`src/rtl/event_bus_consts.svh`:
```
// Constants for the interconnect performance-event bus.
`ifndef EVENT_BUS_CONSTS_SVH
`define EVENT_BUS_CONSTS_SVH

// ----------------------------------------
// Geometry
// ----------------------------------------
`define NUM_SLAVE 5
`define NUM_MASTER 3
`define SLAVE_GROUP_W 21
`define MASTER_GROUP_W 18
`define EVENT_VECTOR_W 159
`define MASTER_BASE 105
`define SOURCE_MSB 7
`define SOURCE_LSB 5
`define NUMBER_MSB 4
`define NUMBER_LSB 0
`define FIRST_MASTER_SOURCE 3'h5
`define COUNTER_W 32

// ----------------------------------------
// Slave event numbers
// ----------------------------------------
`define SEV_RD_ANY 5'h00
`define SEV_RD_DEVICE 5'h01
`define SEV_RD_NORMAL 5'h02
`define SEV_RD_SHARE 5'h03
`define SEV_RD_MAINT 5'h04
`define SEV_RD_MBAR 5'h05
`define SEV_RD_SBAR 5'h06
`define SEV_RD_DVM 5'h07
`define SEV_RD_DVM_SYNC 5'h08
`define SEV_RD_FULL 5'h09
`define SEV_SNOOP_DATA 5'h0A
`define SEV_RDATA_STALL 5'h0B
`define SEV_WR_ANY 5'h0C
`define SEV_WR_DEVICE 5'h0D
`define SEV_WR_NORMAL 5'h0E
`define SEV_WR_BACK 5'h0F
`define SEV_WR_UNIQUE 5'h10
`define SEV_WR_LINE 5'h11
`define SEV_WR_EVICT 5'h12
`define SEV_WR_FULL 5'h13
`define SEV_RD_IDHAZ 5'h14

// ----------------------------------------
// Master event numbers
// ----------------------------------------
`define MEV_RETRY 5'h00
`define MEV_ADDR_HAZ 5'h01
`define MEV_ID_HAZ 5'h02
`define MEV_Q_HIGH 5'h03
`define MEV_RD_BAR 5'h04
`define MEV_WR_BAR 5'h05
`define MEV_WR_FULL 5'h06
`define MEV_Q_LOW 5'h07
`define MEV_Q_MED 5'h08
`define MEV_RD_TOKEN 5'h09
`define MEV_WR_TOKEN 5'h0D
`define MEV_UNIQUE_HAZ 5'h11

`endif

```
`src/rtl/event_bus_pkg.sv`:
```
// Types shared by the performance-event logic.
package event_bus_pkg;
    typedef enum logic [1:0] {
        READ_CLASS_NORMAL = 2'h0,
        READ_CLASS_SHARE = 2'h1,
        READ_CLASS_DEVICE = 2'h2,
        READ_CLASS_OTHER = 2'h3
    } read_class_type;
    typedef enum logic [2:0] {
        READ_KIND_PLAIN = 3'h0,
        READ_KIND_MAINT = 3'h1,
        READ_KIND_MBAR = 3'h2,
        READ_KIND_SBAR = 3'h3,
        READ_KIND_DVM = 3'h4,
        READ_KIND_DVM_SYNC = 3'h5
    } read_kind_type;
    typedef enum logic [2:0] {
        WRITE_KIND_PLAIN = 3'h0,
        WRITE_KIND_BACK = 3'h1,
        WRITE_KIND_UNIQUE = 3'h2,
        WRITE_KIND_LINE = 3'h3,
        WRITE_KIND_EVICT = 3'h4,
        WRITE_KIND_BARRIER = 3'h5
    } write_kind_type;
    typedef enum logic [1:0] {
        COUNT_IDLE = 2'b01,
        COUNT_RUN = 2'b10
    } count_state_type;
endpackage

```
`src/rtl/interconnect_event_bus.sv`:
```
// Top of the interconnect event bus with four event counters.
`include "event_bus_consts.svh"
module interconnect_event_bus
    import event_bus_pkg::*;
(
    input wire logic clk,
    input wire logic resetn,
    input wire logic secure_count_enable,
    input wire logic debug_count_enable,
    input wire logic [4:0] read_request_fire,
    input wire logic [4:0] read_request_secure,
    input wire logic [9:0] read_class,
    input wire logic [14:0] read_kind,
    input wire logic [4:0] read_tracker_full_stall,
    input wire logic [4:0] read_id_hazard_stall,
    input wire logic [4:0] read_stall_secure,
    input wire logic [4:0] read_last_fire,
    input wire logic [4:0] read_from_snoop,
    input wire logic [4:0] read_data_secure,
    input wire logic [4:0] slave_read_valid,
    input wire logic [4:0] slave_read_ready,
    input wire logic [4:0] write_request_fire,
    input wire logic [4:0] write_request_secure,
    input wire logic [4:0] write_device,
    input wire logic [4:0] write_shareable,
    input wire logic [14:0] write_kind,
    input wire logic [4:0] slave_write_full_stall,
    input wire logic [4:0] write_stall_secure,
    input wire logic [5:0] retry_scheduled,
    input wire logic [2:0] retry_secure,
    input wire logic [2:0] address_hazard_stall,
    input wire logic [2:0] id_hazard_stall,
    input wire logic [2:0] read_barrier_stall,
    input wire logic [2:0] write_barrier_stall,
    input wire logic [2:0] unique_hazard_stall,
    input wire logic [2:0] queue_full_high_stall,
    input wire logic [2:0] queue_low_stall,
    input wire logic [2:0] queue_medium_stall,
    input wire logic [2:0] master_write_full_stall,
    input wire logic [11:0] read_virtual_network_token_wait,
    input wire logic [11:0] write_virtual_network_token_wait,
    input wire logic [2:0] master_stall_secure,
    input wire logic [31:0] event_select,
    input wire logic [3:0] counter_enable,
    input wire logic counter_clear,
    output logic [158:0] event_vector_out,
    output logic [127:0] event_count
);
    // ----------------------------------------
    // Slave interface groups
    // ----------------------------------------
    // slave groups from bit 0
    genvar s;
    generate
        for (s = 0; s < `NUM_SLAVE; s = s + 1) begin : gen_slave
            slave_port_events u_slave (
                .clk(clk),
                .resetn(resetn),
                .secure_count_enable(secure_count_enable),
                .debug_count_enable(debug_count_enable),
                .read_request_fire(read_request_fire[s]),
                .read_request_secure(read_request_secure[s]),
                .read_class(read_class[2*s +: 2]),
                .read_kind(read_kind[3*s +: 3]),
                .read_tracker_full_stall(read_tracker_full_stall[s]),
                .read_id_hazard_stall(read_id_hazard_stall[s]),
                .read_stall_secure(read_stall_secure[s]),
                .read_last_fire(read_last_fire[s]),
                .read_from_snoop(read_from_snoop[s]),
                .read_data_secure(read_data_secure[s]),
                .slave_read_valid(slave_read_valid[s]),
                .slave_read_ready(slave_read_ready[s]),
                .write_request_fire(write_request_fire[s]),
                .write_request_secure(write_request_secure[s]),
                .write_device(write_device[s]),
                .write_shareable(write_shareable[s]),
                .write_kind(write_kind[3*s +: 3]),
                .write_tracker_full_stall(slave_write_full_stall[s]),
                .write_stall_secure(write_stall_secure[s]),
                .slave_port_events(event_vector_out[`SLAVE_GROUP_W*s +: `SLAVE_GROUP_W])
            );
        end
    endgenerate

    // ----------------------------------------
    // Master interface groups
    // ----------------------------------------
    // master groups from bit 105
    genvar m;
    generate
        for (m = 0; m < `NUM_MASTER; m = m + 1) begin : gen_master
            master_port_events u_master (
                .clk(clk),
                .resetn(resetn),
                .secure_count_enable(secure_count_enable),
                .debug_count_enable(debug_count_enable),
                .retry_scheduled(retry_scheduled[2*m +: 2]),
                .retry_secure(retry_secure[m]),
                .address_hazard_stall(address_hazard_stall[m]),
                .id_hazard_stall(id_hazard_stall[m]),
                .read_barrier_stall(read_barrier_stall[m]),
                .write_barrier_stall(write_barrier_stall[m]),
                .unique_hazard_stall(unique_hazard_stall[m]),
                .queue_full_high_stall(queue_full_high_stall[m]),
                .queue_low_stall(queue_low_stall[m]),
                .queue_medium_stall(queue_medium_stall[m]),
                .write_tracker_full_stall(master_write_full_stall[m]),
                .read_virtual_network_token_wait(read_virtual_network_token_wait[4*m +: 4]),
                .write_virtual_network_token_wait(write_virtual_network_token_wait[4*m +: 4]),
                .stall_secure(master_stall_secure[m]),
                .master_port_events(event_vector_out[`MASTER_BASE + `MASTER_GROUP_W*m +: `MASTER_GROUP_W])
            );
        end
    endgenerate

    // ----------------------------------------
    // Event counters
    // ----------------------------------------
    genvar c;
    generate
        for (c = 0; c < 4; c = c + 1) begin : gen_counter
            // split code into source and number
            wire [2:0] source = event_select[8*c + `SOURCE_LSB +: 3];
            wire [4:0] number = event_select[8*c +: 5];
            wire is_master = source >= `FIRST_MASTER_SOURCE;
            wire [2:0] master_idx = source - `FIRST_MASTER_SOURCE;
            wire [7:0] slave_bit = 8'(source) * 8'(`SLAVE_GROUP_W) + 8'(number);
            wire [7:0] master_bit = 8'(`MASTER_BASE) + 8'(master_idx) * 8'(`MASTER_GROUP_W) + 8'(number);
            wire in_range = is_master ? (number < 5'(`MASTER_GROUP_W)) : (number < 5'(`SLAVE_GROUP_W));
            wire [7:0] bit_index = is_master ? master_bit : slave_bit;
            wire hit = in_range && event_vector_out[bit_index];
            count_state_type state;
            count_state_type next_state;
            assign next_state = counter_enable[c] ? COUNT_RUN : COUNT_IDLE;
            always_ff @(posedge clk) begin
                if (!resetn) begin
                    state <= COUNT_IDLE;
                end else begin
                    state <= next_state;
                end
            end
            wire [31:0] next_count = event_count[32*c +: 32] + 32'(hit && state == COUNT_RUN);
            always_ff @(posedge clk) begin
                if (!resetn || counter_clear) begin
                    event_count[32*c +: 32] <= 32'h00000000;
                end else begin
                    event_count[32*c +: 32] <= next_count;
                end
            end
        end
    endgenerate
endmodule

```
`src/rtl/slave_port_events.sv`:
```
// Event decode for one slave interface.
`include "event_bus_consts.svh"
module slave_port_events
    import event_bus_pkg::*;
(
    input wire logic clk,
    input wire logic resetn,
    input wire logic secure_count_enable,
    input wire logic debug_count_enable,
    input wire logic read_request_fire,
    input wire logic read_request_secure,
    input wire logic [1:0] read_class,
    input wire logic [2:0] read_kind,
    input wire logic read_tracker_full_stall,
    input wire logic read_id_hazard_stall,
    input wire logic read_stall_secure,
    input wire logic read_last_fire,
    input wire logic read_from_snoop,
    input wire logic read_data_secure,
    input wire logic slave_read_valid,
    input wire logic slave_read_ready,
    input wire logic write_request_fire,
    input wire logic write_request_secure,
    input wire logic write_device,
    input wire logic write_shareable,
    input wire logic [2:0] write_kind,
    input wire logic write_tracker_full_stall,
    input wire logic write_stall_secure,
    output logic [20:0] slave_port_events
);
    // ----------------------------------------
    // Qualification
    // ----------------------------------------
    // secure gating
    wire rd_ok = debug_count_enable && (!read_request_secure || secure_count_enable);
    wire rs_ok = debug_count_enable && (!read_stall_secure || secure_count_enable);
    wire rdata_ok = debug_count_enable && (!read_data_secure || secure_count_enable);
    wire wr_ok = debug_count_enable && (!write_request_secure || secure_count_enable);
    wire ws_ok = debug_count_enable && (!write_stall_secure || secure_count_enable);
    wire rd_fire = read_request_fire && rd_ok;
    wire wr_fire = write_request_fire && wr_ok;
    wire rd_plain = read_kind == READ_KIND_PLAIN;
    wire wr_bar = write_kind == WRITE_KIND_BARRIER;

    // ----------------------------------------
    // Event decode
    // ----------------------------------------
    logic [20:0] next_events;
    always_comb begin
        next_events = 21'h000000;
        next_events[`SEV_RD_ANY] = rd_fire;
        next_events[`SEV_RD_DEVICE] = rd_fire && read_class == READ_CLASS_DEVICE;
        next_events[`SEV_RD_NORMAL] = rd_fire && rd_plain && read_class == READ_CLASS_NORMAL;
        next_events[`SEV_RD_SHARE] = rd_fire && rd_plain && read_class == READ_CLASS_SHARE;
        next_events[`SEV_RD_MAINT] = rd_fire && read_kind == READ_KIND_MAINT;
        next_events[`SEV_RD_MBAR] = rd_fire && read_kind == READ_KIND_MBAR;
        next_events[`SEV_RD_SBAR] = rd_fire && read_kind == READ_KIND_SBAR;
        next_events[`SEV_RD_DVM] = rd_fire && read_kind == READ_KIND_DVM;
        next_events[`SEV_RD_DVM_SYNC] = rd_fire && read_kind == READ_KIND_DVM_SYNC;
        next_events[`SEV_RD_FULL] = read_tracker_full_stall && rs_ok;
        next_events[`SEV_WR_FULL] = write_tracker_full_stall && ws_ok;
        next_events[`SEV_RD_IDHAZ] = read_id_hazard_stall && rs_ok;
        next_events[`SEV_SNOOP_DATA] = read_last_fire && read_from_snoop && rdata_ok;
        next_events[`SEV_RDATA_STALL] = slave_read_valid && !slave_read_ready && rdata_ok;
        next_events[`SEV_WR_ANY] = wr_fire;
        next_events[`SEV_WR_DEVICE] = wr_fire && write_device;
        next_events[`SEV_WR_NORMAL] = wr_fire && !write_device && !write_shareable && !wr_bar;
        next_events[`SEV_WR_BACK] = wr_fire && write_shareable && write_kind == WRITE_KIND_BACK;
        next_events[`SEV_WR_UNIQUE] = wr_fire && write_kind == WRITE_KIND_UNIQUE;
        next_events[`SEV_WR_LINE] = wr_fire && write_kind == WRITE_KIND_LINE;
        next_events[`SEV_WR_EVICT] = wr_fire && write_kind == WRITE_KIND_EVICT;
    end

    always_ff @(posedge clk) begin
        if (!resetn) begin
            slave_port_events <= 21'h000000;
        end else begin
            slave_port_events <= next_events;
        end
    end
endmodule

```
`src/rtl/master_port_events.sv`:
```
// Event decode for one master interface.
`include "event_bus_consts.svh"
module master_port_events
    import event_bus_pkg::*;
(
    input wire logic clk,
    input wire logic resetn,
    input wire logic secure_count_enable,
    input wire logic debug_count_enable,
    input wire logic [1:0] retry_scheduled,
    input wire logic retry_secure,
    input wire logic address_hazard_stall,
    input wire logic id_hazard_stall,
    input wire logic read_barrier_stall,
    input wire logic write_barrier_stall,
    input wire logic unique_hazard_stall,
    input wire logic queue_full_high_stall,
    input wire logic queue_low_stall,
    input wire logic queue_medium_stall,
    input wire logic write_tracker_full_stall,
    input wire logic [3:0] read_virtual_network_token_wait,
    input wire logic [3:0] write_virtual_network_token_wait,
    input wire logic stall_secure,
    output logic [17:0] master_port_events
);
    // ----------------------------------------
    // Qualification
    // ----------------------------------------
    // secure gating
    wire sec_ok = debug_count_enable && (!stall_secure || secure_count_enable);
    wire retry_ok = debug_count_enable && (!retry_secure || secure_count_enable);

    logic [17:0] next_events;
    always_comb begin
        next_events = 18'h00000;
        next_events[`MEV_RETRY] = (|retry_scheduled) && retry_ok;
        next_events[`MEV_ADDR_HAZ] = address_hazard_stall && sec_ok;
        next_events[`MEV_ID_HAZ] = id_hazard_stall && debug_count_enable;
        next_events[`MEV_RD_BAR] = read_barrier_stall && sec_ok;
        next_events[`MEV_WR_BAR] = write_barrier_stall && sec_ok;
        next_events[`MEV_UNIQUE_HAZ] = unique_hazard_stall && sec_ok;
        next_events[`MEV_Q_HIGH] = queue_full_high_stall && sec_ok;
        next_events[`MEV_Q_LOW] = queue_low_stall && sec_ok;
        next_events[`MEV_Q_MED] = queue_medium_stall && sec_ok;
        next_events[`MEV_WR_FULL] = write_tracker_full_stall && sec_ok;
        next_events[`MEV_RD_TOKEN +: 4] = read_virtual_network_token_wait & {4{debug_count_enable}};
        next_events[`MEV_WR_TOKEN +: 4] = write_virtual_network_token_wait & {4{debug_count_enable}};
    end

    always_ff @(posedge clk) begin
        if (!resetn) begin
            master_port_events <= 18'h00000;
        end else begin
            master_port_events <= next_events;
        end
    end
endmodule

```
`config.mk`:
```
export PLATFORM = sky130hd
export DESIGN_NAME = interconnect_event_bus
export DESIGN_NICKNAME = d
export VERILOG_FILES = /design/src/rtl/event_bus_pkg.sv /design/src/rtl/interconnect_event_bus.sv /design/src/rtl/slave_port_events.sv /design/src/rtl/master_port_events.sv
export VERILOG_INCLUDE_DIRS = /design/src /design/src/rtl
export SDC_FILE = /design/constraint.sdc
export NUM_CORES = 1
export LEC_CHECK = 0
export ABC_AREA = 1
export BUFFER_PORTS_ARGS = -buffer_cell sky130_fd_sc_hd__buf_2
export CORE_ASPECT_RATIO = 0.6
export CORE_UTILIZATION = 30
export DETAILED_ROUTE_END_ITERATION = 7
export PLACE_DENSITY_LB_ADDON = 0.12
export SYNTH_ARGS = -nofsm -noshare
export SYNTH_HDL_FRONTEND = slang
export SYNTH_SLANG_ARGS = --single-unit
```
`constraint.sdc`:
```
create_clock -name clk -period 16.4 [get_ports clk]
set_clock_uncertainty 0.15 [all_clocks]
set_input_delay 3.28 -clock clk [delete_from_list [all_inputs] [get_ports clk]]
set_output_delay 3.28 -clock clk [all_outputs]
set_load 0.02 [all_outputs]
```
==> metrics <==
outcome finished clean; actual slew at the worst max-slew pin 1.195 ns; slowest stage delay, CP 0.81 ns; I/O Buffers 510; crit path capture event_count[30]; Max Clk Rate 0.1132 GHz; NetSw 0.9057 mW; WP depth 31; # DRC 0; peak supply drop 0.06571 mV; setup TNS 0 ns; total routed wirelength 102.1 mm; Final HPWL DP 77.69 mm; final period utilization 53.86%; Setup Crit Path Kind primary input to flop; clock sink count 295; number of synthesized flops with an enable pin 0; row count 74; final setup fails 0; routed vias 24.09k; starting DRC count in detailed routing 3323; Post-synth ARST share 0%; leakage power 11.40 nW; Synth Area in Adders 6.865%; post-synthesis xor/xnor area fraction 1.752%; Mapped Cells 3299; Clk pin slew, worst setup/hold paths 0.07 ns; setup bufs post-CTS 0; mux contribution to synthesized area 0%; Root Buffer clkbuf_16; WL/cell 21.93 um; Synth Area in Simple Gates 46.51%; Synth Area in Compound Gates 6.197%; worst reg2reg endpoint event_count[92]; core area 68610 um2; Detail Route Antenna Nets 0; placed cell area 24020 um2; largest net degree at the start of global routing 80; Post-Layout Cell Count 4656; die area 71080 um2; Bufs on Longest Clock Path 3; TritonCTS clock tree built; Cell Area, Synth 21000 um2; Nets 4051; starting density of the core 30.60%; Ys Warns 0; DRT Pass-1 Iters 8; minimum clock period after layout 8.834 ns; synthesized flop and latch total 295; switching share of power 39.04%; Die H 206.9 um; number of global-route vias before repair 21.83k; Rel. slew slack 20.07%; Seq/Total Area, Yosys 28.13%; grt ovf 0; combinational family with the most area after synthesis simple AND/OR/NAND/NOR gates; CP max FO 21; initial antenna violation count 4; first-pass GRT wire length 147.9 mm; CTS buffer count 34; CTS Hold Bufs 0; reg2reg setup slack 12.34 ns; layout cells sized above 1 18.72%; Inst Count DP 4594; I/O pin count 511; worst endpoint required time 16.69 ns; GP Congestion 0.9306; RSZ-0062 raised after global routing false; synthesis-to-finish area growth 19.92%; total track usage 27.91%; Internal 1.414 mW; Bufs and invs on worst path 7; R2R Path Start gen_master[0].u_master.master_port_events[2]; Startpoint Class primary input; total power 2.320 mW; Reg2Reg Depth 25; MaxCap Viol Count 0; Crit. Startpoint event_select[6]; worst min-delay path category flop to flop; critical path endpoint category flop; Crit path max-delay family simple AND/OR/NAND/NOR gates; syn_area_per_cell 6.364 um2; Reg power frac 32.5%; Ant. Diodes 0; Final Cell Area 25180 um2; Gates resized, CTS repair 0; Via density 5.175; Slew Limit Fails 0; WP data arrival 9.12 ns; Die W 343.5 um; combinational share of power 33.3%; clock share of power 34.2%; clock latency on the worst-skew pair 0.58 ns; Slowest-stage cell, CP inv_1; Synth cell types 53; H-tree depth 2; Hold Violations, Final 0; power density over cell area 92.15 nW/um2; Net Count, Synth 3631; Post-synth top flop dfxtp_1
## placed cells by master, fill, tap and decap left out, types with 8 or more instances in the layout
master,count
xnor2_1,18
nor2_4,8
inv_1,343
o21a_1,15
fa_1,12
nand3_1,706
nand4_1,30
a21oi_1,99
nor3_1,63
ha_1,96
nand2_1,910
clkbuf_1,10
buf_4,22
o21ai_1,11
o211ai_1,21
inv_2,16
or2_1,8
nor3b_1,47
nand3_2,21
buf_2,510
o21ai_0,63
dfxtp_1,295
nor2_1,210
clkbuf_16,34
nor2_2,14
nor4_1,39
nand2_2,25
xor2_1,24
## metrics by stage
stage / utilization [%] / setup slack (ns) / hold slack, ns
finish: 36.70 / 7.566 / 0.3107
detailed placement: 35.02 / 6.934 / 0.3053
global placement: 35.02 / 6.872 / 0.3153
global route: 36.70 / 7.029 / 0.3437
CTS: 36.68 / 7.535 / 0.3146
floorplan: - / 8.869 / 0.3834
## registers in the layout, indices dropped and copies added (netlist names)
| name | count |
|---|---|
| gen_slave.u_slave.slave_port_events | 105 |
| gen_counter.state | 8 |
| gen_master.u_master.master_port_events | 54 |
| event_count | 128 |
## power groups by stage
stage,registers [mW],logic [mW],clock network (mW)
global route,0.755,0.829,0.847
global placement,0.770,0.741,0
detailed placement,0.769,0.739,0
floorplan,0.765,0.491,0
CTS,0.753,0.742,0.817
finish,0.755,0.772,0.793
## layer usage
metal  track usage (%)  share of wire [%]  up-vias
met2             36.86                 38     1263
met5                 0              0.034        -
met1             42.93                 49    10965
met3             8.370                 11      134
met4             6.111                2.0        6
li1                  -                  -    11726
## synthesized netlist by cell type (2+ instances only)
| cell type | number | share of area [%] |
|---|---|---|
| xnor2_1 | 18 | 0.75 |
| o211ai_1 | 21 | 0.75 |
| o21ai_0 | 64 | 1.5 |
| nand4_2 | 3 | 0.18 |
| nand4_1 | 30 | 0.89 |
| nor3b_2 | 3 | 0.18 |
| nand3_2 | 21 | 1.0 |
| fa_1 | 12 | 1.1 |
| ha_1 | 96 | 5.7 |
| nor3_1 | 63 | 1.5 |
| nor4_1 | 39 | 1.2 |
| o21ai_1 | 10 | 0.24 |
| nor3b_1 | 47 | 1.7 |
| inv_1 | 343 | 6.1 |
| clkbuf_1 | 30 | 0.54 |
| o21a_1 | 15 | 0.54 |
| o21ai_2 | 5 | 0.21 |
| inv_2 | 16 | 0.29 |
| nor3_2 | 5 | 0.24 |
| nand2_4 | 3 | 0.16 |
| buf_6 | 15 | 0.80 |
| nand2_1 | 915 | 16 |
| a31oi_1 | 4 | 0.12 |
| a21oi_1 | 99 | 2.4 |
| dfxtp_1 | 295 | 28 |
| a211oi_1 | 4 | 0.14 |
| and3_1 | 3 | 0.089 |
| nor3_4 | 3 | 0.23 |
| nor2_4 | 7 | 0.38 |
| buf_4 | 24 | 0.86 |
| nand3b_1 | 3 | 0.11 |
| buf_1 | 2 | 0.036 |
| or2_1 | 8 | 0.24 |
| xor2_1 | 24 | 1.0 |
| nor2_2 | 14 | 0.42 |
| buf_2 | 78 | 1.9 |
| nand3_1 | 706 | 17 |
| nor2_1 | 211 | 3.8 |
| nor4_2 | 5 | 0.30 |
| nand2_2 | 20 | 0.60 |
| and3_2 | 2 | 0.071 |
| clkinv_1 | 2 | 0.036 |
## cell type report
| class | count | area (um2) |
|---|---|---|
| Sequential cell | 295 | 5906 |
| Multi-Input combinational cell | 2494 | 12900 |
| Clock inverter | 13 | 198.9 |
| Clock buffer | 48 | 943.4 |
| Timing Repair Buffer | 533 | 2729 |
| Inverter | 361 | 1356 |
| Fill cell | 7568 | 43430 |
| Tap cell | 912 | 1141 |
## cells by family (layout without fill, tap and decap cells)
family / count (synthesis) / count (layout)
simple gates: 2115 / 2115
buf+inv: 510 / 955
flops: 295 / 295
compound gates: 229 / 229
fa+ha+maj: 108 / 108
xor+xnor: 42 / 42
## worst register-to-register path: stages, from the launching register on
cell	delay [ns]
dfxtp_1	0.72
nand2_1	0.12
nand3_1	0.10
nand3_1	0.14
nand3_1	0.17
nand3_1	0.09
nand3_1	0.12
nand3_1	0.07
nand3_1	0.08
nand2_1	0.15
inv_1	0.10
ha_1	0.18
ha_1	0.17
nand2_1	0.07
nor2_1	0.17
nand2_1	0.15
nor2_4	0.14
nand4_1	0.13
nor2_1	0.12
nand3_1	0.14
nor3_2	0.17
nand2_1	0.09
nor2_1	0.11
nand4_1	0.11
nor2_1	0.11
nor3_1	0.05
## how the worst min path moves through the flow
stage | from | to | cells past startpoint
6_report | event_count[60] | event_count[60] | 2
5_1_grt | event_count[60] | event_count[60] | 2
4_1_cts | event_count[60] | event_count[60] | 2
3_5_place_dp | event_count[60] | event_count[60] | 2
3_3_place_gp | event_count[60] | event_count[60] | 2
2_1_floorplan | event_count[60] | event_count[60] | 2
(Power assumes the default switching activity.)
